`config.mk`:
```
export PLATFORM = sky130hd
export DESIGN_NAME = psp_host
export DESIGN_NICKNAME = d
export VERILOG_FILES = /design/src/include/psp_pkg.sv /design/src/hw/psp_host.sv /design/src/hw/psp_timer.sv
export SDC_FILE = /design/constraint.sdc
export NUM_CORES = 1
export LEC_CHECK = 0
export ABC_AREA = 1
export BUFFER_PORTS_ARGS = -buffer_cell sky130_fd_sc_hd__buf_4
export CORE_ASPECT_RATIO = 1.1
export CORE_UTILIZATION = 50
export DETAILED_ROUTE_END_ITERATION = 8
export PLACE_DENSITY = 0.72
export SYNTH_ARGS = -nofsm -noshare
export SYNTH_HDL_FRONTEND = slang
export SYNTH_SLANG_ARGS = --single-unit
```
`constraint.sdc`:
```
create_clock -name clk -period 5.38 [get_ports clk]
set_input_delay 0.538 -clock clk [delete_from_list [all_inputs] [get_ports clk]]
set_output_delay 0.538 -clock clk [all_outputs]
set_load 0.005 [all_outputs]
```
`src/include/psp_pkg.sv`:
```
// Purpose: Constants shared by the pseudo-static RAM host controller.
// Assumes: 20 MHz clock, one clock domain.
// Notes: Times are kept in their own unit; cycle counts derive from them.
package psp_pkg;

  // ****************************************************************
  // Clock and timing
  // ****************************************************************
  localparam int CLK_PERIOD_NS = 50;
  localparam int POWERUP_US = 200;
  localparam int RECOVERY_US = 200;
  localparam int SLEEP_MIN_US = 10;
  localparam int SLEEP_TO_STROBE_MAX_US = 1;
  localparam int BURST_LIMIT_US = 20;
  localparam int CYCLE_MIN_NS = 70;
  localparam int PAGE_CYCLE_NS = 25;
  localparam int WRITE_PULSE_NS = 50;
  localparam int POWERUP_CYC = (POWERUP_US * 1000 + CLK_PERIOD_NS - 1) / CLK_PERIOD_NS;
  localparam int RECOVERY_CYC = (RECOVERY_US * 1000 + CLK_PERIOD_NS - 1) / CLK_PERIOD_NS;
  localparam int SLEEP_MIN_CYC = (SLEEP_MIN_US * 1000 + CLK_PERIOD_NS - 1) / CLK_PERIOD_NS;
  // Longest times round down; the strobe follows the sleep request one cycle later.
  localparam int SLEEP_TO_STROBE_CYC = 1;
  localparam int BURST_LIMIT_CYC = (BURST_LIMIT_US * 1000) / CLK_PERIOD_NS;
  localparam int CYCLE_MIN_CYC = (CYCLE_MIN_NS + CLK_PERIOD_NS - 1) / CLK_PERIOD_NS;
  localparam int PAGE_CYC_RAW = (PAGE_CYCLE_NS + CLK_PERIOD_NS - 1) / CLK_PERIOD_NS;
  localparam int PAGE_CYC = (PAGE_CYC_RAW < 1) ? 1 : PAGE_CYC_RAW;
  localparam int WRITE_PULSE_CYC = (WRITE_PULSE_NS + CLK_PERIOD_NS - 1) / CLK_PERIOD_NS;
  // One idle cycle before a run of minimum cycles grows longer than the limit.
  localparam int BURST_REST_CYC = 1;

  // ****************************************************************
  // Geometry
  // ****************************************************************
  localparam int PAGE_WORDS = 16;
  localparam int PAGE_BITS = 4;

  typedef enum logic [2:0] {
    PSP_WAIT_UP = 3'b000,
    PSP_IDLE = 3'b001,
    PSP_READ = 3'b011,
    PSP_WRITE = 3'b010,
    PSP_GAP = 3'b110,
    PSP_SLEEP_ENTRY = 3'b111,
    PSP_SLEEP = 3'b101,
    PSP_RECOVER = 3'b100
  } psp_state_t;

endpackage : psp_pkg

```
`src/hw/psp_host.sv`:
```
// Purpose: Host controller driving an asynchronous page pseudo-static RAM.
// Assumes: Pins sampled synchronously to clk; one request at a time.
// Notes: Times are counted in 50 ns cycles, so every edge is slow but safe.

module psp_host
  import psp_pkg::*;
#(
  parameter int ADDR_WIDTH = 21,
  parameter int POWERUP_CYCLES = POWERUP_CYC,
  parameter int RECOVERY_CYCLES = RECOVERY_CYC,
  parameter int SLEEP_CYCLES = SLEEP_MIN_CYC,
  parameter int BURST_CYCLES = BURST_LIMIT_CYC
) (
  input wire logic clk,
  input wire logic reset_n,
  input wire logic req_valid,
  input wire logic req_write,
  input wire logic [ADDR_WIDTH-1:0] req_addr,
  input wire logic [15:0] req_wdata,
  input wire logic [1:0] req_lanes,
  input wire logic [4:0] req_count,
  output logic req_ready,
  output logic [15:0] rsp_rdata,
  output logic rsp_valid,
  input wire logic sleep_enter,
  input wire logic sleep_exit,
  output logic deep_sleep_state,
  output logic data_lost,
  output logic ram_select_n,
  output logic ram_write_strobe_n,
  output logic ram_output_enable_n,
  output logic upper_lane_select_n,
  output logic lower_lane_select_n,
  output logic sleep_request_n,
  output logic [ADDR_WIDTH-1:0] ram_addr,
  output logic [15:0] ram_data_out,
  output logic ram_data_oe,
  input wire logic [15:0] ram_data_in
);

  localparam int TW = 16;

  initial begin
    if (ADDR_WIDTH < PAGE_BITS + 1 || POWERUP_CYCLES >= 2 ** TW ||
        RECOVERY_CYCLES >= 2 ** TW || SLEEP_CYCLES >= 2 ** TW ||
        BURST_CYCLES >= 2 ** TW || BURST_CYCLES < 2) begin
      $error("psp_host: parameter out of range");
    end
  end

  // ****************************************************************
  // Reset release
  // ****************************************************************
  logic [1:0] rst_sync;
  logic rst_n;

  always_ff @(posedge clk or negedge reset_n) begin
    if (!reset_n) begin
      rst_sync <= 2'b00;
    end else begin
      rst_sync <= {rst_sync[0], 1'b1};
    end
  end

  assign rst_n = rst_sync[1];

  // ****************************************************************
  // Timer
  // ****************************************************************
  psp_state_t state;
  logic tmr_load;
  logic [TW-1:0] tmr_value;
  logic tmr_done;
  logic [4:0] words_left;
  logic [2:0] phase;
  logic [TW-1:0] burst;
  logic burst_rest;
  logic first_word;
  logic read_step;

  psp_timer #(.WIDTH(TW)) u_timer (
    .clk(clk),
    .rst_n(rst_n),
    .load(tmr_load),
    .value(tmr_value),
    .done(tmr_done)
  );

  function automatic logic [TW-1:0] cyc(input int n);
    return n[TW-1:0];
  endfunction : cyc

  always_comb begin
    tmr_load = 1'b0;
    tmr_value = '0;
    unique case (state)
      PSP_SLEEP_ENTRY: begin
        tmr_load = 1'b1;
        tmr_value = cyc(SLEEP_CYCLES);
      end
      PSP_SLEEP: begin
        if (sleep_exit && tmr_done) begin
          tmr_load = 1'b1;
          tmr_value = cyc(RECOVERY_CYCLES);
        end
      end
      default: begin
      end
    endcase
  end

  // Long runs of back-to-back cycles get one idle rest before the limit.
  assign burst_rest = (burst >= cyc(BURST_CYCLES - 1));
  assign req_ready = (state == PSP_IDLE) && !burst_rest && !sleep_enter;

  // The pins fall one edge after the read state is entered, so the first word waits
  // the full access time from there; later words only wait the page time.
  assign read_step = (state == PSP_READ) &&
                     (phase == (first_word ? 3'(CYCLE_MIN_CYC) : 3'(PAGE_CYC - 1)));

  // ****************************************************************
  // Sequencer
  // ****************************************************************
  always_ff @(posedge clk or negedge rst_n) begin
    if (!rst_n) begin
      state <= PSP_WAIT_UP;
      phase <= '0;
      words_left <= '0;
      first_word <= 1'b0;
    end else begin
      unique case (state)
        PSP_WAIT_UP: begin
          if (up_count == cyc(POWERUP_CYCLES)) begin
            state <= PSP_IDLE;
          end
        end
        PSP_IDLE: begin
          phase <= '0;
          if (sleep_enter) begin
            state <= PSP_SLEEP_ENTRY;
          end else if (req_valid && req_ready) begin
            state <= req_write ? PSP_WRITE : PSP_READ;
            first_word <= 1'b1;
            words_left <= (req_count == 5'd0) ? 5'd1 :
                          (req_count > 5'(PAGE_WORDS)) ? 5'(PAGE_WORDS) : req_count;
          end
        end
        PSP_READ: begin
          phase <= phase + 3'd1;
          if (read_step) begin
            phase <= '0;
            first_word <= 1'b0;
            words_left <= words_left - 5'd1;
            if (words_left == 5'd1) begin
              state <= PSP_GAP;
            end
          end
        end
        PSP_WRITE: begin
          phase <= phase + 3'd1;
          if (phase == 3'(WRITE_PULSE_CYC)) begin
            state <= PSP_GAP;
          end
        end
        PSP_GAP: begin
          state <= PSP_IDLE;
        end
        PSP_SLEEP_ENTRY: begin
          state <= PSP_SLEEP;
        end
        PSP_SLEEP: begin
          if (sleep_exit && tmr_done) begin
            state <= PSP_RECOVER;
          end
        end
        PSP_RECOVER: begin
          if (tmr_done) begin
            state <= PSP_IDLE;
          end
        end
      endcase
    end
  end

  // Power-up wait is counted by a plain counter so the shared timer stays simple.
  logic [TW-1:0] up_count;


  always_ff @(posedge clk or negedge rst_n) begin
    if (!rst_n) begin
      up_count <= '0;
    end else if (state == PSP_WAIT_UP && up_count != cyc(POWERUP_CYCLES)) begin
      up_count <= up_count + 1'b1;
    end
  end

  always_ff @(posedge clk or negedge rst_n) begin
    if (!rst_n) begin
      burst <= '0;
    end else if (state == PSP_IDLE && !(req_valid && req_ready)) begin
      burst <= '0;
    end else if (state != PSP_IDLE) begin
      burst <= burst + 1'b1;
    end
  end

  // ****************************************************************
  // Pins
  // ****************************************************************
  logic access;

  assign access = (state == PSP_READ) || (state == PSP_WRITE);

  always_ff @(posedge clk or negedge rst_n) begin
    if (!rst_n) begin
      ram_select_n <= 1'b1;
      ram_write_strobe_n <= 1'b1;
      ram_output_enable_n <= 1'b1;
      upper_lane_select_n <= 1'b1;
      lower_lane_select_n <= 1'b1;
      sleep_request_n <= 1'b1;
      ram_addr <= '0;
      ram_data_out <= '0;
      ram_data_oe <= 1'b0;
    end else begin
      // Select stays low one cycle past the strobe so the strobe alone ends the write.
      ram_select_n <= !access;
      ram_write_strobe_n <= !((state == PSP_WRITE && phase < 3'(WRITE_PULSE_CYC)) ||
                              state == PSP_SLEEP_ENTRY || state == PSP_SLEEP);
      ram_output_enable_n <= !(state == PSP_READ);
      sleep_request_n <= !(state == PSP_SLEEP_ENTRY || state == PSP_SLEEP ||
                           (state == PSP_IDLE && sleep_enter));
      ram_data_oe <= (state == PSP_WRITE) || (state == PSP_IDLE && req_valid && req_ready &&
                                                req_write);
      if (state == PSP_IDLE && req_valid && req_ready) begin
        ram_addr <= req_addr;
        ram_data_out <= req_wdata;
        upper_lane_select_n <= req_write ? !req_lanes[1] : 1'b0;
        lower_lane_select_n <= req_write ? !req_lanes[0] : 1'b0;
      end else if (read_step && words_left != 5'd1) begin
        ram_addr[PAGE_BITS-1:0] <= ram_addr[PAGE_BITS-1:0] + 1'b1;
      end else if (!access) begin
        upper_lane_select_n <= 1'b1;
        lower_lane_select_n <= 1'b1;
      end
    end
  end

  always_ff @(posedge clk or negedge rst_n) begin
    if (!rst_n) begin
      rsp_valid <= 1'b0;
      rsp_rdata <= '0;
    end else begin
      rsp_valid <= read_step;
      if (read_step) begin
        rsp_rdata <= ram_data_in;
      end
    end
  end

  always_ff @(posedge clk or negedge rst_n) begin
    if (!rst_n) begin
      deep_sleep_state <= 1'b0;
      data_lost <= 1'b0;
    end else begin
      deep_sleep_state <= (state == PSP_SLEEP_ENTRY) || (state == PSP_SLEEP) ||
                          (state == PSP_RECOVER);
      if (state == PSP_SLEEP_ENTRY) begin
        data_lost <= 1'b1;
      end else if (state == PSP_IDLE && req_valid && req_ready && req_write) begin
        data_lost <= 1'b0;
      end
    end
  end

endmodule : psp_host

```
`src/hw/psp_timer.sv`:
```
// Purpose: Loadable down counter for waits of the controller.
// Assumes: Load wins over counting.
// Notes: done is high while the count is zero.
module psp_timer
  import psp_pkg::*;
#(
  parameter int WIDTH = 13
) (
  input wire logic clk,
  input wire logic rst_n,
  input wire logic load,
  input wire logic [WIDTH-1:0] value,
  output logic done
);

  logic [WIDTH-1:0] count;

  always_ff @(posedge clk or negedge rst_n) begin
    if (!rst_n) begin
      count <= '0;
    end else if (load) begin
      count <= value;
    end else if (count != '0) begin
      count <= count - 1'b1;
    end
  end

  assign done = (count == '0);

endmodule : psp_timer

```
==> results.toml, run 1 <==
[status]
outcome = "finished clean"

[clocking]
clock-sinks = 125
cts-root-buf = "clkbuf_16"
postCtsSetupBuffers = 0
cts_tree = "done"
cts_buffers = 17
cts_htree_levels = 4
cts_buffer_depth = 2
holdBufCountCts = 1
clk_latency_ns = 0.42
ctsResizeCount = 0
clk_pin_slew_ns = 0.06

[sta]
rsz0062_at_grt = "false"
tightest_slew_ns = 0.832
hold_viol_final = 0
fmax_ghz = 0.422
post-route-period-util_pct = 44.0
min_period_ns = 2.37
finalSetupTns_ns = 0
drv_slew = 0
clock_skew_ns = 0.00771
max_slew_margin_pct = 44.5
setup_viol = 0

[setup_path]
crit_chain = "ha_1 -> nand3_1 -> nand3_1 -> nand2_1 -> and2_4 -> nand2_2 -> inv_4 -> nand2_1 -> o21ai_0"
cp_slowest_cell = "inv_4"
end_kind = "register"
startpoint_type = "register"
cp_max_fo = 38
arrival_ns = 2.70
critical_path_class = "reg -> reg"
slowest_delay_ns = 0.50
r2r_slack_ns = 3.01
crit_required_ns = 5.71

[pwr]
p_sw_share_pct = 34.2
clock_power_share_pct = 29.2
p_total_mw = 4.30
vdd_drop_max_v = 0.000318
p_leak_nw = 4.12
combPwrFrac_pct = 34.1
power_density_mw_per_mm2 = 555
intPower_mw = 2.83
p_seq_share_pct = 36.7
p_switching_mw = 1.47

[drt]
dr.pass1.iters = 5
drt_wl_total_um = 14000
routedWlPerCell_um = 13.5
met2_length_um = 7090
drc = 0
drt_iter0_drc = 229
vias = 5180
dr.max_layer_used = "met4"
ant_nets = 0
via_per_inst = 5.00
met3_length_um = 600
met1_length_um = 5840

[yosys]
ys_seq_area_share_pct = 51.9
postSynthCellCount = 738
synth_fp_nets = 813
ys_seq_elements = 125
synth_area_mm2 = 0.00604
syn_avg_cell_area_um2 = 8.18
synth-warning-count = 0
yosysUniqueCellTypes = 39

[global_route]
grt_max_degree = 66
antenna_found_initial = 0
grt_usage_pct = 23.4
grt_overflow = 0
grt_pass1_vias = 5037
grt_pass1_wl_um = 22800

[job]
maxCapViolCount = 0

[die]
initial_core_util_pct = 52.1
coreArea_mm2 = 0.0116
dieArea_mm2 = 0.0125
row_count = 41
top_level_ports = 130
die_y_um = 117
chipWidth_um = 107

[placed_design]
dp.cells = 1005
portBuffers = 129
hpwl_um = 9830
gp_congestion = 0.937

[hold_path]
hp-class = "in -> reg"

[layout]
syn2layout_area_growth_pct = 28.3
fin_nets = 950
num_antenna_cells = 0
drive_above_1_share_pct = 21.8
final_cells = 1037
nFillCells = 954
final cells by class:
class / count / area, um^2 / share of cell area, %
Tap cell: 150 / 188 / 2.42
Clock inverter: 11 / 189 / 2.44
Sequential cell: 125 / 3140 / 40.5
Multi-Input combinational cell: 521 / 2480 / 32.0
Clock buffer: 20 / 467 / 6.02
Inverter: 79 / 299 / 3.86
Timing Repair Buffer: 131 / 986 / 12.7
flip-flops by register name (all words and copies together) (netlist names), 2 cells and up:
| name | cells |
|---|---|
| rst_sync | 2 |
| u_timer.count | 16 |
| ram_addr | 21 |
| state | 3 |
| burst | 16 |
| rsp_rdata | 16 |
| phase | 3 |
| ram_data_out | 16 |
| up_count | 16 |
| words_left | 5 |
power by group through the flow:
stage	registers, mW	clock network (mW)	logic, mW
CTS	1.58	1.27	1.48
global route	1.62	1.32	1.66
detailed placement	1.59	0	1.47
global placement	1.58	0	1.41
floorplan	1.56	0	0.880
finish	1.58	1.26	1.47
routing by layer:
layer  vias to the layer above  GRT usage [%]
li1                       2570              -
met1                      2451           27.7
met2                       125           39.4
met3                        34           5.70
met4                         0           12.9
met5                         -              0
final timing paths:
| check | start | to | cells past startpoint |
|---|---|---|---|
| setup / recovery | burst[0] | burst[0] | 9 |
| hold / removal | req_addr[14] | ram_addr[14] | 3 |
| setup reg to reg | burst[0] | burst[0] | 9 |
| hold reg to reg | rst_sync[0] | rst_sync[1] | 0 |
| max in group asynchronous | rst_sync[1] | ram_data_out[13] | 1 |
| min in group asynchronous | rst_sync[1] | burst[4] | 0 |
critical path, delay by kind of cell, from the launching register on:
family	cells	cell delay [ns]
and+or+nand+nor	6	1.00
buffers and inverters	1	0.50
DFF	1	0.41
adders and majority gates	1	0.26
AOI/OAI and AO/OA	1	0.10
synthesized netlist by cell type (all sizes together):
cell    count  share of area [%]
a21oi      13                1.1
a22oi       1               0.12
a31oi       1               0.10
and2        1               0.15
buf        13                2.0
conb        1              0.062
dfrtp     119                 49
dfstp       6                2.6
ha          9                1.9
inv        79                5.0
nand2     271                 17
nand3      39                3.5
nand3b      1               0.12
nand4      10                1.3
nor2       90                6.2
nor3       14                1.3
nor4        1               0.10
o211a       1               0.17
o211ai      2               0.25
o21ai      27                2.2
o22ai       4               0.41
o31ai       1               0.12
or2         2               0.21
xnor2      11                1.6
xor2       21                3.0
layout by cell type (no fill, tap or decap), drive strengths merged:
cell type | Yosys | routed
nand2 | 271 | 271
a31oi | 1 | 1
inv | 79 | 79
nor2 | 90 | 90
nand3 | 39 | 39
or2 | 2 | 2
xnor2 | 11 | 11
dfstp | 6 | 6
o22ai | 4 | 4
bufinv | 0 | 5
ha | 9 | 9
nor3 | 14 | 14
a21oi | 13 | 13
clkinvlp | 0 | 2
xor2 | 21 | 21
and2 | 1 | 1
a22oi | 1 | 1
o21ai | 27 | 27
clkbuf | 0 | 20
nand3b | 1 | 1
o211ai | 2 | 2
nand4 | 10 | 10
buf | 13 | 130
conb | 1 | 1
o211a | 1 | 1
o31ai | 1 | 1
clkinv | 0 | 4
dlygate4sd3 | 0 | 1
dfrtp | 119 | 119
nor4 | 1 | 1
per-stage QoR:
step	utilization (%)	area, um^2	hold WS [ns]	worst slack, ns
6_report	66.8	7750	0.311	3.01
5_1_grt	66.8	7750	0.306	2.79
4_1_cts	66.8	7750	0.300	3.04
3_5_place_dp	61.1	7080	0.322	2.89
3_3_place_gp	61.1	7080	0.321	2.99
2_1_floorplan	-	6040	0.242	1.65
cell families (layout without fill, tap and decap cells):
family | after synthesis | after routing | share of synthesized area (%)
adders and majority gates | 9 | 9 | 1.86
xor gates and xnor gates | 32 | 32 | 4.64
other | 1 | 1 | 0.0621
buffers and inverters | 92 | 241 | 6.98
DFF | 125 | 125 | 51.9
and+or+nand+nor | 429 | 429 | 30.0
AOI/OAI and AO/OA | 50 | 50 | 4.50
(Power assumes the default switching activity.)
==> run 2: changes to the inputs <==
CORE_UTILIZATION = 49   (was 50)
PLACE_DENSITY = 0.74   (was 0.72)
clock period = 2 ns   (was 5.38 ns; I/O delays follow)
==> run 2 against run 1 <==
Count of clock-buffer cells in the layout is the same. Cell count increased by 6.8%. Final area increased by 7.7%. Clock power grew 140%. Combinational power grew to 2.8 times the previous value. Via count rose by 6.5%. Sequential power rose to 2.7 times the previous value. Critical path type is now reg -> out.
==> results.toml, run 2 (same netlist as run 1, synthesis figures left out) <==
[status]
outcome = "finished clean"

[global_route]
use_met3_pct = 7.06
grt_pass1_vias = 5324
grt_pass1_wl_um = 25200
grt_overflow = 0
met2_usage_pct = 40.7
grt.busiest_layer = "met2"
grt_max_degree = 51
use_met1_pct = 32.0
grt_usage_pct = 25.5
antenna_found_initial = 0

[pwr]
p_leak_nw = 4.38
p_total_mw = 11.5
vdd_drop_max_v = 0.000757
clock_power_share_pct = 26.6
combPwrFrac_pct = 36.3
power_density_mw_per_mm2 = 1380
p_seq_share_pct = 37.1
p_sw_share_pct = 35.8
p_switching_mw = 4.11
intPower_mw = 7.37

[clocking]
cts_buffers = 17
clk_latency_ns = 0.42
cts_tree = "done"
cts-root-buf = "clkbuf_16"
clock-sinks = 125
cts_buffer_depth = 2
cts_htree_levels = 4
clk_pin_slew_ns = 0.06

[drt]
routedWlPerCell_um = 13.7
via_per_inst = 4.99
ant_nets = 0
vias = 5519
dr.pass1.iters = 5
drc = 0
drt_wl_total_um = 15200
drt_iter0_drc = 301

[placed_design]
gp_congestion = 0.867
placed_cell_area_mm2 = 0.00719
place_worst_setup_slack_ns = 0.0937
dp.cells = 1019
portBuffers = 129
hpwl_um = 9600

[setup_path]
cp_max_fo = 4
critical_path_class = "reg -> out"
arrival_ns = 1.65
r2r-end = "u_timer.count[4]"
r2r_slack_ns = 0.18
crit_required_ns = 1.80
rr_worst_depth = 10
startpoint_type = "register"
end_kind = "output pin"
r2r_start = "u_timer.count[0]"

[sta]
setup_viol = 0
finalSetupTns_ns = 0
drv_slew = 0
max_slew_margin_pct = 66.6
worst_slack_ns = 0.151
post-route-period-util_pct = 92.5
clock_skew_ns = 0.0112
fmax_ghz = 0.541
rsz0062_at_grt = "false"
hold_viol_final = 0
min_period_ns = 1.85
tightest_slew_ns = 0.501

[layout]
final_common_cell = "nand2_1"
final_cells = 1107
syn2layout_area_growth_pct = 38.2
layout_common_cells = "267 x nand2_1, 142 x buf_4, 118 x dfrtp_1, 84 x nor2_1, 71 x inv_1"
largest_register_ffs = 21
max_flop_register = "ram_addr"
nFillCells = 870
drive_above_1_share_pct = 21.9
stdcell_area_mm2 = 0.00834
fin_nets = 1015
num_antenna_cells = 0

[job]
maxCapViolCount = 0

[die]
dieArea_mm2 = 0.0128
chipWidth_um = 108
coreArea_mm2 = 0.0120
row_count = 42
top_level_ports = 130
initial_core_util_pct = 50.2
die_y_um = 118

[hold_path]
hp-class = "in -> reg"
hold_start = "req_wdata[11]"
holdPathStages = 3
hold_end = "ram_data_out[11]"
-- run 2: worst max-delay path, stage by stage (launching register included) --
cell and delay (ns):
dfrtp_1 0.40, ha_1 0.25, nand3_1 0.10, nand3_1 0.07
nand2_1 0.13, and2_4 0.17, buf_4 0.11
-- run 2: area by class of cell --
type,instances,area [um^2],share of cell area [%]
Timing Repair Buffer,196,1640,19.6
Tap cell,154,193,2.31
Inverter,79,299,3.58
Multi-Input combinational cell,521,2480,29.7
Clock buffer,20,457,5.47
Clock inverter,12,138,1.65
Sequential cell,125,3140,37.6
-- run 2: repair_timing --
| item | CTS | global route |
|---|---|---|
| hold endpoints to repair | 52 | 0 |
| buffers inserted | 0 | 5 |
| endpoints found under the setup margin | 0 | 9 |
| hold buffers | 51 | 0 |
| resized for setup | 0 | 1 |
-- run 2: worst max-delay path by stage --
| stage | startpoint | endpoint | slack [ns] | depth (start not counted) |
|---|---|---|---|---|
| final | burst[0] | req_ready | 0.15 | 6 |
| after global routing | u_timer.count[0] | u_timer.count[15] | 0.008 | 10 |
| after CTS | burst[0] | words_left[2] | 0.06 | 9 |
| after detailed placement | burst[0] | words_left[2] | 0.09 | 9 |
| after global placement | burst[0] | words_left[1] | 0.16 | 9 |
| after floorplan | u_timer.count[0] | u_timer.count[14] | 0.40 | 7 |
-- run 2: power groups by stage --
stage	registers, mW	logic (mW)	clock network (mW)
2_1_floorplan	4.20	2.37	0
4_1_cts	4.22	4.09	3.10
5_1_grt	4.38	4.67	3.21
3_5_place_dp	4.23	4.00	0
6_report	4.26	4.17	3.05
3_3_place_gp	4.23	3.91	0
-- run 2: layer usage --
metal  vias to the layer above  part of all wire (%)
li1                       2703                     -
met1                      2598                    42
met2                       174                    49
met3                        44                   5.8
met4                         0                   3.1
met5                         -                     0
-- run 2: through the flow --
stage	hold WS [ns]	util (%)
2_1_floorplan	-0.0956	-
3_3_place_gp	-0.0161	59.7
3_5_place_dp	-0.0145	59.7
4_1_cts	0.000634	68.9
5_1_grt	0.0268	69.3
6_report	0.0172	69.3
